$ cat src/rtl/dlpx_consts.svh
`ifndef DLPX_CONSTS_SVH
`define DLPX_CONSTS_SVH
// Extension framing
`define DLPX_EXT_TYPE 7'h03
`define DLPX_LEN_SHORT 8'h01
`define DLPX_LEN_TWO_PORT 8'h03
`define DLPX_LEN_FOUR_PORT 8'h04
`define DLPX_RSV_LAST 2'h2
`define DLPX_BEAM_LAST_FOUR 2'h2
`define DLPX_BEAM_LAST_TWO 2'h0
// Field limits and defaults
`define DLPX_LAYER_TXD 4'hf
`define DLPX_LAYER_MAX 4'h3
`define DLPX_COUNT_MAX 4'h3
`define DLPX_SCHEME_MAX 4'h2
`define DLPX_SYM_MAX 4'hd
`define DLPX_BOOK_DEFAULT 8'h00
`define DLPX_SECT_TYPE_A 4'h1
`define DLPX_SECT_TYPE_B 4'h3
`define DLPX_TM_MIN 3'h2
`define DLPX_TM_MAX 3'h4
`define DLPX_TM_BOOK 3'h4
// Register offsets and reset values
`define DLPX_REG_CTRL 4'h0
`define DLPX_REG_LAST 4'h4
`define DLPX_REG_ERR 4'h8
`define DLPX_REG_COUNT 4'hc
`define DLPX_CTRL_RESET 32'h0000_0001
// Error cause bit positions
`define DLPX_ERR_GATE 0
`define DLPX_ERR_TYPE 1
`define DLPX_ERR_LEN 2
`define DLPX_ERR_FIELD 3
`define DLPX_ERR_TRUNC 4
`define DLPX_ERR_BITS 5
`endif

$ cat src/rtl/dlpx_pkg.sv
package dlpx_pkg;
  typedef enum logic [3:0] {
    S_IDLE = 4'h0,
    S_LEN = 4'h1,
    S_BOOK = 4'h3,
    S_LAYER = 4'h2,
    S_SCHEME = 4'h6,
    S_MASK = 4'h7,
    S_SYM = 4'h5,
    S_RSV = 4'h4,
    S_BEAM_HI = 4'hc,
    S_BEAM_LO = 4'hd,
    S_SKIP = 4'hf
  } dlpx_state_type;
  typedef logic [14:0] dlpx_beam_type;
endpackage : dlpx_pkg

$ cat src/rtl/dlpx_beam_slot.sv
`timescale 1ns/1ps
module dlpx_beam_slot
  import dlpx_pkg::*;
(
  input wire logic mclk,
  input wire logic reset_n,
  input wire logic clear,
  input wire logic load_hi,
  input wire logic load_lo,
  input wire logic [7:0] octet,
  output dlpx_beam_type beam_ff,
  output logic unweighted_ff
);
  dlpx_beam_type nxt_beam;

  always_comb begin
    nxt_beam = beam_ff;
    if (clear) begin
      nxt_beam = '0;
    end else if (load_hi) begin
      nxt_beam = {octet[6:0], beam_ff[7:0]};
    end else if (load_lo) begin
      nxt_beam = {beam_ff[14:8], octet};
    end
  end

  always_ff @(posedge mclk) begin
    if (!reset_n) begin
      beam_ff <= '0;
      unweighted_ff <= 1'b1;
    end else begin
      beam_ff <= nxt_beam;
      unweighted_ff <= (nxt_beam == '0);
    end
  end
endmodule : dlpx_beam_slot

$ cat src/rtl/dlpx_parser.sv
// How it works
// - Extension accepted only in section types 1 or 3 and modes TM2 to TM4.
// - First octet: follows flag in bit 7, type code 0x03 below it.
// - Two ports: first-layer form carries port 1 beam only, length 0x3.
// - Four ports: first-layer form carries ports 1 to 3 beams, length 0x4.
// - Port 0 beam comes from the section header beam field.
// - Later-layer form is one word: type, length 0x01, book, layer nibbles.
// - Later layers ignore the header beam; sender sets it to default.
// - Each spatial layer has its own section; beams only in layer zero and layer 1111b.
// - Eight-bit codebook index; default zero outside TM4.
// - Four-bit layer: 0 to 3 select layers, 1111b marks transmit diversity.
// - Scheme codes 0, 1, 2 valid; all others reserved.
// - Layer count field holds layers minus one, up to 0011b.
// - Twelve-bit element mask, msb is lowest frequency element.
// - Symbol codes 0 to 13 valid; 1110b and 1111b reserved.
// - Shift flag zero for one layer; else reflects cell shift group.
// - Beam selectors are 15 bits; zero means unweighted equal drive.
// - One beam per port serves both data and reference elements.
`timescale 1ns/1ps
`include "dlpx_consts.svh"
module dlpx_parser
  import dlpx_pkg::*;
(
  input wire logic mclk,
  input wire logic reset_n,
  input wire logic [3:0] reg_addr,
  input wire logic [31:0] reg_wdata,
  input wire logic reg_wr,
  input wire logic reg_rd,
  output logic [31:0] reg_rdata,
  input wire logic byte_valid,
  input wire logic byte_start,
  input wire logic [7:0] byte_data,
  input wire logic [3:0] section_type,
  input wire logic [2:0] tx_mode,
  input wire logic [14:0] header_beam_selector,
  output logic result_valid,
  output logic ext_error,
  output logic extension_follows_flag,
  output logic [7:0] precoder_book_index,
  output logic [3:0] tx_layer_number,
  output logic [3:0] layer_count_code,
  output logic [3:0] transmission_scheme,
  output logic [11:0] refsig_element_mask,
  output logic [3:0] refsig_symbol_index,
  output logic refsig_shift_flag,
  output logic [14:0] port0_beam_selector,
  output logic [14:0] port1_beam_selector,
  output logic [14:0] port2_beam_selector,
  output logic [14:0] port3_beam_selector,
  output logic [3:0] port_unweighted
);
  dlpx_state_type state_ff, nxt_state;
  logic [7:0] len_ff;
  logic [1:0] cnt_ff;
  logic [2:0] tm_ff;
  dlpx_beam_type hdr_ff;
  logic ef_ff;
  logic [7:0] book_ff;
  logic [3:0] layer_ff, count_ff, scheme_ff, sym_ff;
  logic [11:0] mask_ff;
  logic shift_ff;
  logic enable_ff;
  logic [`DLPX_ERR_BITS-1:0] err_ff, err_cause, err_clr;
  logic [15:0] ok_cnt_ff;
  logic done, gate_ok, first, take, hit;
  logic [3:0] cur_layer, cur_count;
  logic [1:0] beam_last;
  logic [7:0] out_book;
  dlpx_beam_type out_port0;
  logic [31:0] rd_mux;
  logic result_valid_ff, ext_error_ff;
  logic [31:0] reg_rdata_ff;
  dlpx_beam_type beam_w [1:3];
  logic [3:1] unw_w;
  logic unw0_ff;
  dlpx_beam_type port0_ff;
  logic [7:0] book_out_ff;
  logic [3:0] layer_out_ff, count_out_ff, scheme_out_ff, sym_out_ff;
  logic [11:0] mask_out_ff;
  logic shift_out_ff, ef_out_ff;

  assign take = byte_valid && !byte_start;
  assign hit = byte_valid && byte_start && enable_ff;
  // Section type and mode gate
  assign gate_ok = (section_type == `DLPX_SECT_TYPE_A || section_type == `DLPX_SECT_TYPE_B)
                   && tx_mode >= `DLPX_TM_MIN && tx_mode <= `DLPX_TM_MAX;
  assign cur_layer = (state_ff == S_LAYER) ? byte_data[7:4] : layer_ff;
  assign cur_count = (state_ff == S_LAYER) ? byte_data[3:0] : count_ff;
  // Layer zero and transmit diversity both use the long form
  assign first = (cur_layer == 4'h0) || (cur_layer == `DLPX_LAYER_TXD);
  assign beam_last = (len_ff == `DLPX_LEN_FOUR_PORT) ? `DLPX_BEAM_LAST_FOUR
                                                     : `DLPX_BEAM_LAST_TWO;

  always_comb begin
    nxt_state = state_ff;
    err_cause = '0;
    done = 1'b0;
    if (hit) begin
      // A new start aborts a half-parsed extension
      if (state_ff != S_IDLE && state_ff != S_SKIP) begin
        err_cause[`DLPX_ERR_TRUNC] = 1'b1;
      end
      if (!gate_ok) begin
        err_cause[`DLPX_ERR_GATE] = 1'b1;
        nxt_state = S_SKIP;
      end else if (byte_data[6:0] != `DLPX_EXT_TYPE) begin
        err_cause[`DLPX_ERR_TYPE] = 1'b1;
        nxt_state = S_SKIP;
      end else begin
        nxt_state = S_LEN;
      end
    end else if (byte_valid && byte_start) begin
      nxt_state = S_IDLE;
    end else if (take) begin
      case (state_ff)
        S_LEN: begin
          if (byte_data == `DLPX_LEN_SHORT || byte_data == `DLPX_LEN_TWO_PORT
              || byte_data == `DLPX_LEN_FOUR_PORT) begin
            nxt_state = S_BOOK;
          end else begin
            err_cause[`DLPX_ERR_LEN] = 1'b1;
            nxt_state = S_SKIP;
          end
        end
        S_BOOK: nxt_state = S_LAYER;
        S_LAYER: begin
          if ((cur_layer > `DLPX_LAYER_MAX && cur_layer != `DLPX_LAYER_TXD)
              || cur_count > `DLPX_COUNT_MAX) begin
            err_cause[`DLPX_ERR_FIELD] = 1'b1;
            nxt_state = S_SKIP;
          end else if (first == (len_ff == `DLPX_LEN_SHORT)) begin
            err_cause[`DLPX_ERR_LEN] = 1'b1;
            nxt_state = S_SKIP;
          end else if (!first) begin
            done = 1'b1;
            nxt_state = S_IDLE;
          end else begin
            nxt_state = S_SCHEME;
          end
        end
        S_SCHEME: begin
          if (byte_data[7:4] > `DLPX_SCHEME_MAX) begin
            err_cause[`DLPX_ERR_FIELD] = 1'b1;
            nxt_state = S_SKIP;
          end else begin
            nxt_state = S_MASK;
          end
        end
        S_MASK: nxt_state = S_SYM;
        S_SYM: begin
          if (byte_data[3:0] > `DLPX_SYM_MAX || (byte_data[7] && count_ff == 4'h0)) begin
            err_cause[`DLPX_ERR_FIELD] = 1'b1;
            nxt_state = S_SKIP;
          end else begin
            nxt_state = S_RSV;
          end
        end
        S_RSV: begin
          if (cnt_ff == `DLPX_RSV_LAST) begin
            nxt_state = S_BEAM_HI;
          end
        end
        S_BEAM_HI: nxt_state = S_BEAM_LO;
        S_BEAM_LO: begin
          if (cnt_ff == beam_last) begin
            done = 1'b1;
            nxt_state = S_IDLE;
          end else begin
            nxt_state = S_BEAM_HI;
          end
        end
        default: nxt_state = state_ff;
      endcase
    end
  end

  always_ff @(posedge mclk) begin
    if (!reset_n) begin
      state_ff <= S_IDLE;
    end else begin
      state_ff <= nxt_state;
    end
  end

  // Octet counter shared by the reserved run and the beam index
  always_ff @(posedge mclk) begin
    if (!reset_n) begin
      cnt_ff <= 2'h0;
    end else if (hit || (take && state_ff == S_SYM)) begin
      cnt_ff <= 2'h0;
    end else if (take && state_ff == S_RSV) begin
      cnt_ff <= (cnt_ff == `DLPX_RSV_LAST) ? 2'h0 : cnt_ff + 2'h1;
    end else if (take && state_ff == S_BEAM_LO) begin
      cnt_ff <= cnt_ff + 2'h1;
    end
  end

  // Working fields; cleared at start so a short form leaves defaults
  always_ff @(posedge mclk) begin
    if (!reset_n || hit) begin
      len_ff <= 8'h00;
      ef_ff <= 1'b0;
      book_ff <= `DLPX_BOOK_DEFAULT;
      layer_ff <= `DLPX_LAYER_TXD;
      count_ff <= 4'h0;
      scheme_ff <= 4'h0;
      mask_ff <= 12'h000;
      sym_ff <= 4'h0;
      shift_ff <= 1'b0;
      tm_ff <= 3'h0;
      hdr_ff <= '0;
      if (reset_n) begin
        ef_ff <= byte_data[7];
        tm_ff <= tx_mode;
        hdr_ff <= header_beam_selector;
      end
    end else if (take) begin
      case (state_ff)
        S_LEN: len_ff <= byte_data;
        S_BOOK: book_ff <= byte_data;
        S_LAYER: begin
          layer_ff <= byte_data[7:4];
          count_ff <= byte_data[3:0];
        end
        S_SCHEME: begin
          scheme_ff <= byte_data[7:4];
          mask_ff[11:8] <= byte_data[3:0];
        end
        S_MASK: mask_ff[7:0] <= byte_data;
        S_SYM: begin
          shift_ff <= byte_data[7];
          sym_ff <= byte_data[3:0];
        end
        default: len_ff <= len_ff;
      endcase
    end
  end

  // Ports 1 to 3 come from the extension
  for (genvar g = 1; g <= 3; g++) begin : g_port
    dlpx_beam_slot u_slot (
      .mclk(mclk),
      .reset_n(reset_n),
      .clear(hit),
      .load_hi(take && state_ff == S_BEAM_HI && cnt_ff == 2'(g - 1)),
      .load_lo(take && state_ff == S_BEAM_LO && cnt_ff == 2'(g - 1)),
      .octet(byte_data),
      .beam_ff(beam_w[g]),
      .unweighted_ff(unw_w[g])
    );
  end

  // Codebook is meaningless below TM4, so report the default there
  assign out_book = (tm_ff == `DLPX_TM_BOOK) ? book_ff : `DLPX_BOOK_DEFAULT;
  // Header beam only applies to the first layer
  assign out_port0 = first ? hdr_ff : '0;

  always_ff @(posedge mclk) begin
    if (!reset_n) begin
      port0_ff <= '0;
      unw0_ff <= 1'b1;
      book_out_ff <= `DLPX_BOOK_DEFAULT;
      layer_out_ff <= `DLPX_LAYER_TXD;
      count_out_ff <= 4'h0;
      scheme_out_ff <= 4'h0;
      mask_out_ff <= 12'h000;
      sym_out_ff <= 4'h0;
      shift_out_ff <= 1'b0;
      ef_out_ff <= 1'b0;
    end else if (done) begin
      port0_ff <= out_port0;
      unw0_ff <= (out_port0 == '0);
      book_out_ff <= out_book;
      layer_out_ff <= cur_layer;
      count_out_ff <= cur_count;
      scheme_out_ff <= scheme_ff;
      mask_out_ff <= mask_ff;
      sym_out_ff <= sym_ff;
      shift_out_ff <= shift_ff;
      ef_out_ff <= ef_ff;
    end
  end

  always_ff @(posedge mclk) begin
    if (!reset_n) begin
      result_valid_ff <= 1'b0;
      ext_error_ff <= 1'b0;
    end else begin
      result_valid_ff <= done;
      ext_error_ff <= |err_cause;
    end
  end

  // Register file
  always_ff @(posedge mclk) begin
    if (!reset_n) begin
      enable_ff <= 1'(`DLPX_CTRL_RESET);
    end else if (reg_wr && reg_addr == `DLPX_REG_CTRL) begin
      enable_ff <= reg_wdata[0];
    end
  end

  assign err_clr = (reg_wr && reg_addr == `DLPX_REG_ERR) ? reg_wdata[`DLPX_ERR_BITS-1:0] : '0;

  // A cause raised in the clearing cycle stays set
  always_ff @(posedge mclk) begin
    if (!reset_n) begin
      err_ff <= '0;
    end else begin
      err_ff <= (err_ff & ~err_clr) | err_cause;
    end
  end

  always_ff @(posedge mclk) begin
    if (!reset_n) begin
      ok_cnt_ff <= 16'h0000;
    end else if (reg_wr && reg_addr == `DLPX_REG_COUNT) begin
      ok_cnt_ff <= {15'h0000, done};
    end else begin
      ok_cnt_ff <= ok_cnt_ff + {15'h0000, done};
    end
  end

  always_comb begin
    case (reg_addr)
      `DLPX_REG_CTRL: rd_mux = {31'h0000_0000, enable_ff};
      `DLPX_REG_LAST: rd_mux = {6'h00, ef_out_ff, sym_out_ff, shift_out_ff, scheme_out_ff,
                                count_out_ff, layer_out_ff, book_out_ff};
      `DLPX_REG_ERR: rd_mux = {27'h000_0000, err_ff};
      `DLPX_REG_COUNT: rd_mux = {16'h0000, ok_cnt_ff};
      default: rd_mux = 32'h0000_0000;
    endcase
  end

  always_ff @(posedge mclk) begin
    if (!reset_n) begin
      reg_rdata_ff <= 32'h0000_0000;
    end else begin
      reg_rdata_ff <= reg_rd ? rd_mux : 32'h0000_0000;
    end
  end

  assign reg_rdata = reg_rdata_ff;
  assign result_valid = result_valid_ff;
  assign ext_error = ext_error_ff;
  assign extension_follows_flag = ef_out_ff;
  assign precoder_book_index = book_out_ff;
  assign tx_layer_number = layer_out_ff;
  assign layer_count_code = count_out_ff;
  assign transmission_scheme = scheme_out_ff;
  assign refsig_element_mask = mask_out_ff;
  assign refsig_symbol_index = sym_out_ff;
  assign refsig_shift_flag = shift_out_ff;
  // Same selector drives data and reference elements of a port
  assign port0_beam_selector = port0_ff;
  assign port1_beam_selector = beam_w[1];
  assign port2_beam_selector = beam_w[2];
  assign port3_beam_selector = beam_w[3];
  assign port_unweighted = {unw_w[3], unw_w[2], unw_w[1], unw0_ff};
endmodule : dlpx_parser

$ cat config.mk
export PLATFORM = sky130hd
export DESIGN_NAME = dlpx_parser
export DESIGN_NICKNAME = d
export VERILOG_FILES = /design/src/rtl/dlpx_pkg.sv /design/src/rtl/dlpx_beam_slot.sv /design/src/rtl/dlpx_parser.sv
export VERILOG_INCLUDE_DIRS = /design/src /design/src/rtl
export SDC_FILE = /design/constraint.sdc
export NUM_CORES = 1
export LEC_CHECK = 0
export ABC_AREA = 0
export BUFFER_PORTS_ARGS = -buffer_cell sky130_fd_sc_hd__buf_2
export CAP_MARGIN = 20
export CORE_MARGIN = 3
export CORE_UTILIZATION = 52
export CTS_CLUSTER_DIAMETER = 30
export CTS_CLUSTER_SIZE = 25
export DETAILED_ROUTE_END_ITERATION = 12
export PLACE_DENSITY = 0.82
export REMOVE_ABC_BUFFERS = 1
export SKIP_CTS_REPAIR_TIMING = 1
export SYNTH_ARGS = -nofsm -noshare
export SYNTH_HDL_FRONTEND = slang
export SYNTH_SLANG_ARGS = --single-unit
$ cat constraint.sdc
create_clock -name mclk -period 6.7 [get_ports mclk]
set_clock_uncertainty 0.1 [all_clocks]
set_input_delay 1.675 -clock mclk [delete_from_list [all_inputs] [get_ports mclk]]
set_output_delay 1.675 -clock mclk [all_outputs]
set_load 0.1 [all_outputs]
Word-level counts from Yosys, hierarchy flattened
Index checks and enable logic that the tools add are counted.

Register bits: 228. Latch bits: 0. Memory bits (writable): 0. Memory bits (read-only): 0. Output and inout port bits: 136. Logic and storage cells: 190. Memories kept: 0.

Add/subtract/negate cells: 2. Multipliers: 0. Div/mod/pow operators: 0. Magnitude comparators: 6. Eq/ne operators: 29. Shift operators: 0. Muxes and demuxes: 59. Bitwise operators: 4. Reduce and logical (&&, ||, !) cells: 53.

Operator list (number): 15-bit 2-to-1 mux (7); 26-bit one-hot mux with 4 select lines (1); 15-bit zero test (4); 4-bit 2-to-1 mux (14); 4-bit one-hot mux with 9 select lines (1); 8-bit 2-to-1 mux (4); 1-bit logical AND (21); 4-bit by 3-bit == test with 1-bit output (second input constant) (5); 4-bit == test (second input constant) (5); 1-bit 2-to-1 mux (19); 16-bit by 1-bit adder with 16-bit output (1); 8-bit by 1-bit == test with 1-bit output (second input constant) (2); 8-bit by 3-bit == test with 1-bit output (second input constant) (2); 2-bit 2-to-1 mux (8); 4-bit by 2-bit == test with 1-bit output (second input constant) (3); 4-bit by 2-bit greater-than comparator with 1-bit output (second input constant) (3); 4-bit zero test (3); 2-bit AND reduction (6); 11-bit nonzero test (1); 4-bit by 1-bit == test with 1-bit output (second input constant) (2); 8-bit by 2-bit == test with 1-bit output (second input constant) (1); 1-bit logical OR (8); 4-bit != test (second input constant) (2); 7-bit by 2-bit != test with 1-bit output (second input constant) (1); 26 further kinds (29).

Depth between registers and ports, before layout
Gate-level depths: netlist of the first run.

Depth in word-level cells: 13. Mapped depth: 15. Gate-level depth less buffers: 14.

Modules after synthesis
Synthesis of the first run repeated with hierarchy kept, for this count alone.

Cell total of the unflattened synthesis: 1043. Area total of the unflattened synthesis: 9487.8 um^2.

Modules (own cells, without submodules): dlpx_parser (instances 1, cells each 797, area each 7205.7 um^2); dlpx_beam_slot (instances 3, cells each 82, area each 760.7 um^2).

Least setup slack after synthesis of the first run
OpenSTA, ideal clock, no wires.

Path kind: input -> register. Start point: in byte_data[4]. End point: reg ok_cnt_ff[12]. Data arrival time: 4117 ps. Required time: 6472 ps. Path slack: 2355 ps. Stages: 15. Path buffers: 1. Cell sequence: clkbuf_1 -> or4_1 -> nand3b_1 -> nand2_1 -> ha_1 -> nand2_1 -> a2111oi_4 -> nor2_1 -> inv_1 -> ha_1 -> ha_1 -> nand2_1 -> nor3_1 -> xnor2_1 -> nor2_1.

Longest elaborated chain between the ends: 11. Elaborated cells on any way between the ends: 17. Those cells by class: add/sub: 1; order compare: 1; eq/ne: 3; mux: 8; reduce/logical: 4.

RTL lines: from (decl) (line dlpx_parser.sv:33) `input wire logic [7:0] byte_data,`; 4-bit 2-to-1 mux *; 4-bit == test (no source line) / 4-bit zero test (equally long branches); 1-bit logical OR (line dlpx_parser.sv:91) `` assign first = (cur_layer == 4'h0) || (cur_layer == `DLPX_LAYER_TXD); ``; 1-bit 2-to-1 mux / 1-bit == test (equally long branches) (line dlpx_parser.sv:135, dlpx_parser.sv:132); 1-bit 2-to-1 mux (line dlpx_parser.sv:132) `` end else if (first == (len_ff == `DLPX_LEN_SHORT)) begin ``; 1-bit 2-to-1 mux * (line dlpx_parser.sv:128) `` if ((cur_layer > `DLPX_LAYER_MAX && cur_layer != `DLPX_LAYER_TXD) ``; 1-bit one-hot mux with 2 select lines * (line dlpx_parser.sv:116) `case (state_ff)`; 1-bit 2-to-1 mux * (line dlpx_parser.sv:115) `end else if (take) begin`; 1-bit 2-to-1 mux * (line dlpx_parser.sv:113) `end else if (byte_valid && byte_start) begin`; 1-bit 2-to-1 mux * (line dlpx_parser.sv:99) `if (hit) begin`; net done (line dlpx_parser.sv:66) `logic done, gate_ok, first, take, hit;`; 16-bit by 1-bit adder with 16-bit output * (line dlpx_parser.sv:321) `ok_cnt_ff <= ok_cnt_ff + {15'h0000, done};`; to (signal assigned) (line dlpx_parser.sv:319) `ok_cnt_ff <= {15'h0000, done};`; to (signal assigned) (line dlpx_parser.sv:321); to (decl) (line dlpx_parser.sv:65) `logic [15:0] ok_cnt_ff;`.

Mark *: on every way through the listed nets, which the timed path passes. The rest lies on a longest branch. A chain may end at the register's enable or synchronous reset.

Worst setup path in the final report of the first run
Start point: in byte_valid. End point: reg ok_cnt_ff[11].

Longest elaborated chain between the ends: 5. Elaborated cells on any way between the ends: 7. Those cells by class: add/sub: 1; mux: 3; reduce/logical: 3.

RTL lines: from (decl) (line dlpx_parser.sv:31) `input wire logic byte_valid,`; 1-bit logical AND (line dlpx_parser.sv:83) `assign take = byte_valid && !byte_start;`; 1-bit 2-to-1 mux (line dlpx_parser.sv:115); 1-bit 2-to-1 mux (line dlpx_parser.sv:113); 1-bit 2-to-1 mux * (line dlpx_parser.sv:99); net done (line dlpx_parser.sv:66); 16-bit by 1-bit adder with 16-bit output * (line dlpx_parser.sv:321).

Marked as above.

==> results of run 1 <==
==> power breakdown <==
group | leakage, nW | switching, mW | internal [mW]
sequential | 1.84 | 0.0205 | 1.36
combinational | 2.45 | 0.134 | 0.0522
clock | 0.728 | 0.724 | 1.41
==> path summary, 6_finish.rpt <==
| path | endpoint | slack, ns | start |
|---|---|---|---|
| worst max-delay path | ok_cnt_ff[11] | 1.69 | byte_valid |
| worst min-delay path | len_ff[5] | 0.35 | len_ff[5] |
| worst max register to register | ok_cnt_ff[11] | 2.55 | state_ff[0] |
| worst min register to register | len_ff[5] | 0.35 | len_ff[5] |
==> layout make-up <==
class,instances,area (um^2)
sequential,222,4634
inverter,12,45.04
multi-input combinational,684,4141
timing repair buffer,180,930.9
fill,1299,5429
clock buffer,55,1245
clock inverter,24,235.2
tap,220,275.3
==> state kept, by name, indices dropped and copies added, names as in the netlist, 3 cells and up <==
register                     flops
tm_ff                            3
layer_ff                         4
scheme_ff                        4
refsig_element_mask             12
g_port.u_slot.unweighted_ff      3
sym_ff                           4
transmission_scheme              4
len_ff                           8
book_ff                          8
ok_cnt_ff                       16
hdr_ff                          15
err_ff                           5
count_ff                         4
port0_beam_selector             15
tx_layer_number                  4
layer_count_code                 4
refsig_symbol_index              4
mask_ff                         12
precoder_book_index              8
g_port.u_slot.beam_ff           45
state_ff                         4
reg_rdata                       26
==> per-stage QoR <==
step,hold WS (ns),total power [mW],cells
global route,0.3697,3.806,1397
floorplan,0.3329,1.511,918
finish,0.3523,3.698,1397
global placement,0.3400,1.582,1317
detailed placement,0.3493,1.585,1317
CTS,0.3559,3.716,1396
==> Yosys cell counts, types with 3 or more instances <==
| cell | instances |
|---|---|
| o22ai_1 | 6 |
| clkbuf_1 | 64 |
| o21ai_0 | 43 |
| mux2_2 | 5 |
| nand3_1 | 76 |
| nand2_1 | 83 |
| xnor2_1 | 6 |
| nor4_1 | 14 |
| dfxtp_1 | 203 |
| and4_1 | 3 |
| nor2_1 | 110 |
| buf_4 | 10 |
| a22o_1 | 23 |
| o211ai_1 | 3 |
| a21oi_1 | 72 |
| a22oi_1 | 17 |
| xor2_1 | 9 |
| nand2b_1 | 7 |
| o311a_1 | 4 |
| ha_1 | 4 |
| and3_1 | 12 |
| nor2b_1 | 8 |
| or4_1 | 5 |
| a31oi_1 | 6 |
| nand4_1 | 6 |
| nor3_1 | 21 |
| mux2i_1 | 61 |
| buf_1 | 8 |
| inv_1 | 10 |
| buf_2 | 4 |
| and2_1 | 32 |
| edfxtp_1 | 19 |
==> worst register-to-register path, delay by kind of cell, from the launching register on <==
kind | cells | cell delay, ns
adder cells (fa/ha/maj) | 2 | 0.39
XOR/XNOR | 1 | 0.13
AND/OR/NAND/NOR | 9 | 2.49
flip-flops | 1 | 0.54
AO/OA/AOI/OAI | 1 | 0.26
buffers and inverters | 1 | 0.11
==> layer usage <==
| layer | up-vias | track usage | share of wire |
|---|---|---|---|
| met5 | - | 0 | 0 |
| met4 | 0 | 0.07158 | 0.018 |
| met3 | 45 | 0.07000 | 0.093 |
| met2 | 371 | 0.3988 | 0.46 |
| met1 | 3872 | 0.3116 | 0.42 |
| li1 | 3834 | - | - |
==> kinds of logic after synthesis <==
family          share of synthesized area
simple gates                       0.2107
flops                              0.5059
compound gates                     0.1407
buf+inv                           0.04725
mux                               0.07525
xor+xnor                          0.01434
fa+ha+maj                        0.005463
other cells                     0.0004093
==> results.toml, run 1 <==
[place]
portBuffers = 173
place_ws_ns = 1.266
place_congestion = 0.9157
hpwl_mm = 15.59
detailed_place.area_um2 = 10010

[floorplanning]
rows = 47
chipHeight_um = 138.7
die_width_um = 138.7
coreArea_um2 = 16940
io_pins = 208
start_util = 0.5409
die_area_um2 = 19250

[pwr]
vdd_drop_max_mv = 0.2835
cellPowerDensity_nw_per_um2 = 321.4
power.leakage_nw = 5.012

[outcome]
status = "finished clean"

[critical_path]
worst-path-buf-inv = 3
worst-setup-path-type = "in2reg"
worstPathRequired_ns = 6.98
cp-end-kind = "flop"
path_max_fanout = 34
critPathMostFrequentCell = "nor2_1"
slowest_delay_ns = 0.68
critical-path-slowest-cell = "nand3_1"
path_cells = "buf_2, nor2b_1, nand3_1, mux2i_2, buf_4, nor2_1, inv_1, ha_1, nand2_1, nor3_1, and3_1, xnor2_1, nor2_1"
rr_worst_depth = 14
critical-path-top-delay-family = "simple AND/OR/NAND/NOR gates"
cp.arrival_ns = 5.29
cp_num_cells = 13
critPathLaunchType = "primary input"

[cts]
cts_buffers = 43
cts.sinks = 222
htreeDepth = 2
cts.root.buffer_cell = "clkbuf_16"
path_clk_slew_ns = 0.05
cts_tree = "yes"
clock_path_buffers = 3
insertion_delay_ns = 0.51

[sta]
rsz0062_at_grt = "false"
worst_slack_ns = 1.689
slew-limit-headroom = 0.2879
setup_tns_ns = 0
fin_crit_ns = 5.011
finalCritPeriodShare = 0.7479
tightestPinTransition_ns = 1.060
setup_viol = 0
timing.final.hold_violations = 0
max_freq_mhz = 199.6
slew_viol_final = 0

[route]
drt_pass1_iterations = 5
antenna_left = 0
vias = 8122
postRouteWirelength_mm = 24.52
post_drt_wl_per_cell_um = 17.55
drtIter0Drc = 631
via_per_inst = 5.814
drc_errors = 0

[logic_synthesis]
synth_area_leaders = "dfxtp_1 (44%), mux2i_1 (6.7%), edfxtp_1 (6.2%)"
synthCells = 1001
ys_seq_area_frac = 0.5059
ys_types = 66
synth_ff_type = "dfxtp_1"
syn_area_um2 = 9161
synth.largest_area_cell = "dfxtp_1"
yosysTopAreaCellShare = 0.4436
ys_ff_latch = 222
async_flop_share = 0
synth_edf_count = 19
ys.warnings.count = 0
syn_area_per_cell_um2 = 9.152

[global_route]
grt_pass1_vias = 7755
grt_max_degree = 65
track_usage = 0.2421
grt_pass1_wl_mm = 39.24
grt_overflow = 0
antenna_found_initial = 0

[final_layout]
antenna_cells = 0
final_core_util = 0.6794
final_cell_mix = "dfxtp_1 (203), buf_2 (173), nor2_1 (110)"
area_delta_synth_final_pct = 25.61
final_area_um2 = 11510
drive_gt1_frac = 0.2353
num-nets-final = 1219
final_common_cell = "dfxtp_1"

[min_path]
min_path_cells = 2
min_path_type = "reg2reg"

[job]
max_cap_violations = 0
Power figures use the tool's default switching activity.
==> inputs of run 2 (changes only) <==
- clock period: 6.7 -> 4.9 ns (I/O delays scaled with it)
==> results.toml, run 2 (synthesized netlist as in run 1, its figures left out) <==
[route]
wl_met3_mm = 2.472
antenna_left = 0
post_drt_wl_per_cell_um = 17.88
vias = 8111
maxUsedRoutingLayer = "met5"
drtIter0Drc = 604
met1_length_mm = 10.45
wl_met2_mm = 11.84
postRouteWirelength_mm = 25.25
drc_errors = 0
via_per_inst = 5.744
drt_pass1_iterations = 5

[global_route]
grt_overflow = 0
antenna_found_initial = 2
grt_pass1_vias = 7942
grt_max_degree = 46
track_usage = 0.2515
grt_pass1_wl_mm = 40.56

[pwr]
p_int_mw = 4.060
p_sw_mw = 1.163
power_frac_comb = 0.051
switching_share = 0.2226
power.leakage_nw = 5.095
clkPwrFrac = 0.588
vdd_drop_max_mv = 0.2853
cellPowerDensity_nw_per_um2 = 447.7
seq_power_share = 0.361
finalPower_mw = 5.223

[final_layout]
n_fill_cell = 1304
regMostFlops = "g_port.u_slot.beam_ff"
antenna_cells = 0
final_cell_mix = "dfxtp_1 (203), buf_2 (173), nor2_1 (110)"
num-nets-final = 1235
largest_register_ffs = 45
drive_gt1_frac = 0.2424
final_common_cell = "dfxtp_1"
area_delta_synth_final_pct = 27.36

[cts]
cts_buffers = 43
cts_tree = "yes"
cts.root.buffer_cell = "clkbuf_16"
htreeDepth = 2
path_clk_slew_ns = 0.05
clock_path_buffers = 3
cts.sinks = 222
insertion_delay_ns = 0.51

[critical_path]
worst-setup-path-type = "reg2reg"
worstPathRequired_ns = 5.19
cp-end-kind = "flop"
slowest_delay_ns = 0.80
path_max_fanout = 20
r2r-end = "ok_cnt_ff[11]"
path_cells = "or4b_1, nand3_1, nand2_1, ha_1, nand2_1, a2111oi_4, nor2_1, buf_4, inv_1, ha_1, nand2_1, nor3_1, and3_1, xnor2_1, nor2_1"
critPathMostFrequentCell = "nand2_1"
worst-path-buf-inv = 2
cp.arrival_ns = 4.19
r2r-start = "state_ff[3]"
critical-path-slowest-cell = "dfxtp_1"
critical-path-top-delay-family = "simple AND/OR/NAND/NOR gates"
reg2reg_slack_ns = 1.0
critPathLaunchType = "flop"
rr_worst_depth = 15

[min_path]
hold_end = "sym_ff[3]"
min_path_type = "reg2reg"
holdCritStartpoint = "sym_ff[3]"
min_path_cells = 2

[floorplanning]
chipHeight_um = 138.7
io_pins = 208
die_area_um2 = 19250
rows = 47
coreArea_um2 = 16940
start_util = 0.5409
die_width_um = 138.7

[sta]
setup_viol = 0
rsz0062_at_grt = "false"
slew_viol_final = 0
timing.final.hold_violations = 0
fin_crit_ns = 3.903
finalCritPeriodShare = 0.7965
max_freq_mhz = 256.2
setup_tns_ns = 0
tightestPinTransition_ns = 1.052
slew-limit-headroom = 0.2972

[place]
hpwl_mm = 16.38
place_congestion = 0.9293
portBuffers = 173

[job]
max_cap_violations = 0

[outcome]
status = "finished clean"
run 2: cell types whose count changed in the layout (fill, tap and decap cells not counted), moves of 2 or more:
cell       change
buf_4         +17
bufinv_16      +6
clkbuf_16      -3
inv_6          -3
inv_8          -3
clkbuf_1       +2
run 2: area by class of cell:
class | instances | area [um^2] | area share
clock inverter | 24 | 355.3 | 0.03046
clock buffer | 54 | 1177 | 0.1009
timing repair buffer | 196 | 1039 | 0.08901
sequential | 222 | 4634 | 0.3972
tap | 220 | 275.3 | 0.02359
multi-input combinational | 684 | 4141 | 0.3550
inverter | 12 | 45.04 | 0.003861
run 2: worst reg2reg max path: cells and delay by family (launching register included):
family / cells / cell delay [ns]
flip-flops: 1 / 0.80
adder cells (fa/ha/maj): 2 / 0.36
AO/OA/AOI/OAI: 1 / 0.24
buffers and inverters: 2 / 0.24
XOR/XNOR: 1 / 0.12
AND/OR/NAND/NOR: 9 / 1.94
run 2: through the flow:
step	utilization	cell area [um^2]	setup WS, ns	cells	hold WS (ns)
floorplan	-	8792	-0.009960	918	0.3329
global placement	0.5984	10130	0.8007	1334	0.3398
detailed placement	0.5984	10130	0.7173	1334	0.3439
CTS	0.6889	11670	1.047	1412	0.3514
global route	0.6889	11670	0.7089	1412	0.3713
finish	0.6889	11670	0.9972	1412	0.3525
run 2: how the worst max path moves through the flow:
stage / from / to / cells past startpoint
2_1_floorplan: byte_valid / ok_cnt_ff[11] / 11
3_3_place_gp: byte_data[7] / ok_cnt_ff[11] / 16
3_5_place_dp: byte_valid / ok_cnt_ff[11] / 14
4_1_cts: state_ff[3] / ok_cnt_ff[11] / 15
5_1_grt: state_ff[3] / ok_cnt_ff[11] / 15
6_report: state_ff[3] / ok_cnt_ff[11] / 15
run 2: power by group through the flow:
stage	Sequential (mW)	Combinational (mW)	Clock [mW]
after CTS	1.88	0.264	3.10
after detailed placement	1.92	0.261	0
after global routing	1.88	0.288	3.19
final	1.88	0.268	3.07
after global placement	1.92	0.257	0
after floorplan	1.92	0.142	0
run 2: metal layers:
| layer | track usage | up-vias |
|---|---|---|
| li1 | - | 3866 |
| met3 | 0.07621 | 42 |
| met2 | 0.4134 | 351 |
| met4 | 0.08187 | 4 |
| met1 | 0.3190 | 3848 |
| met5 | 0 | - |
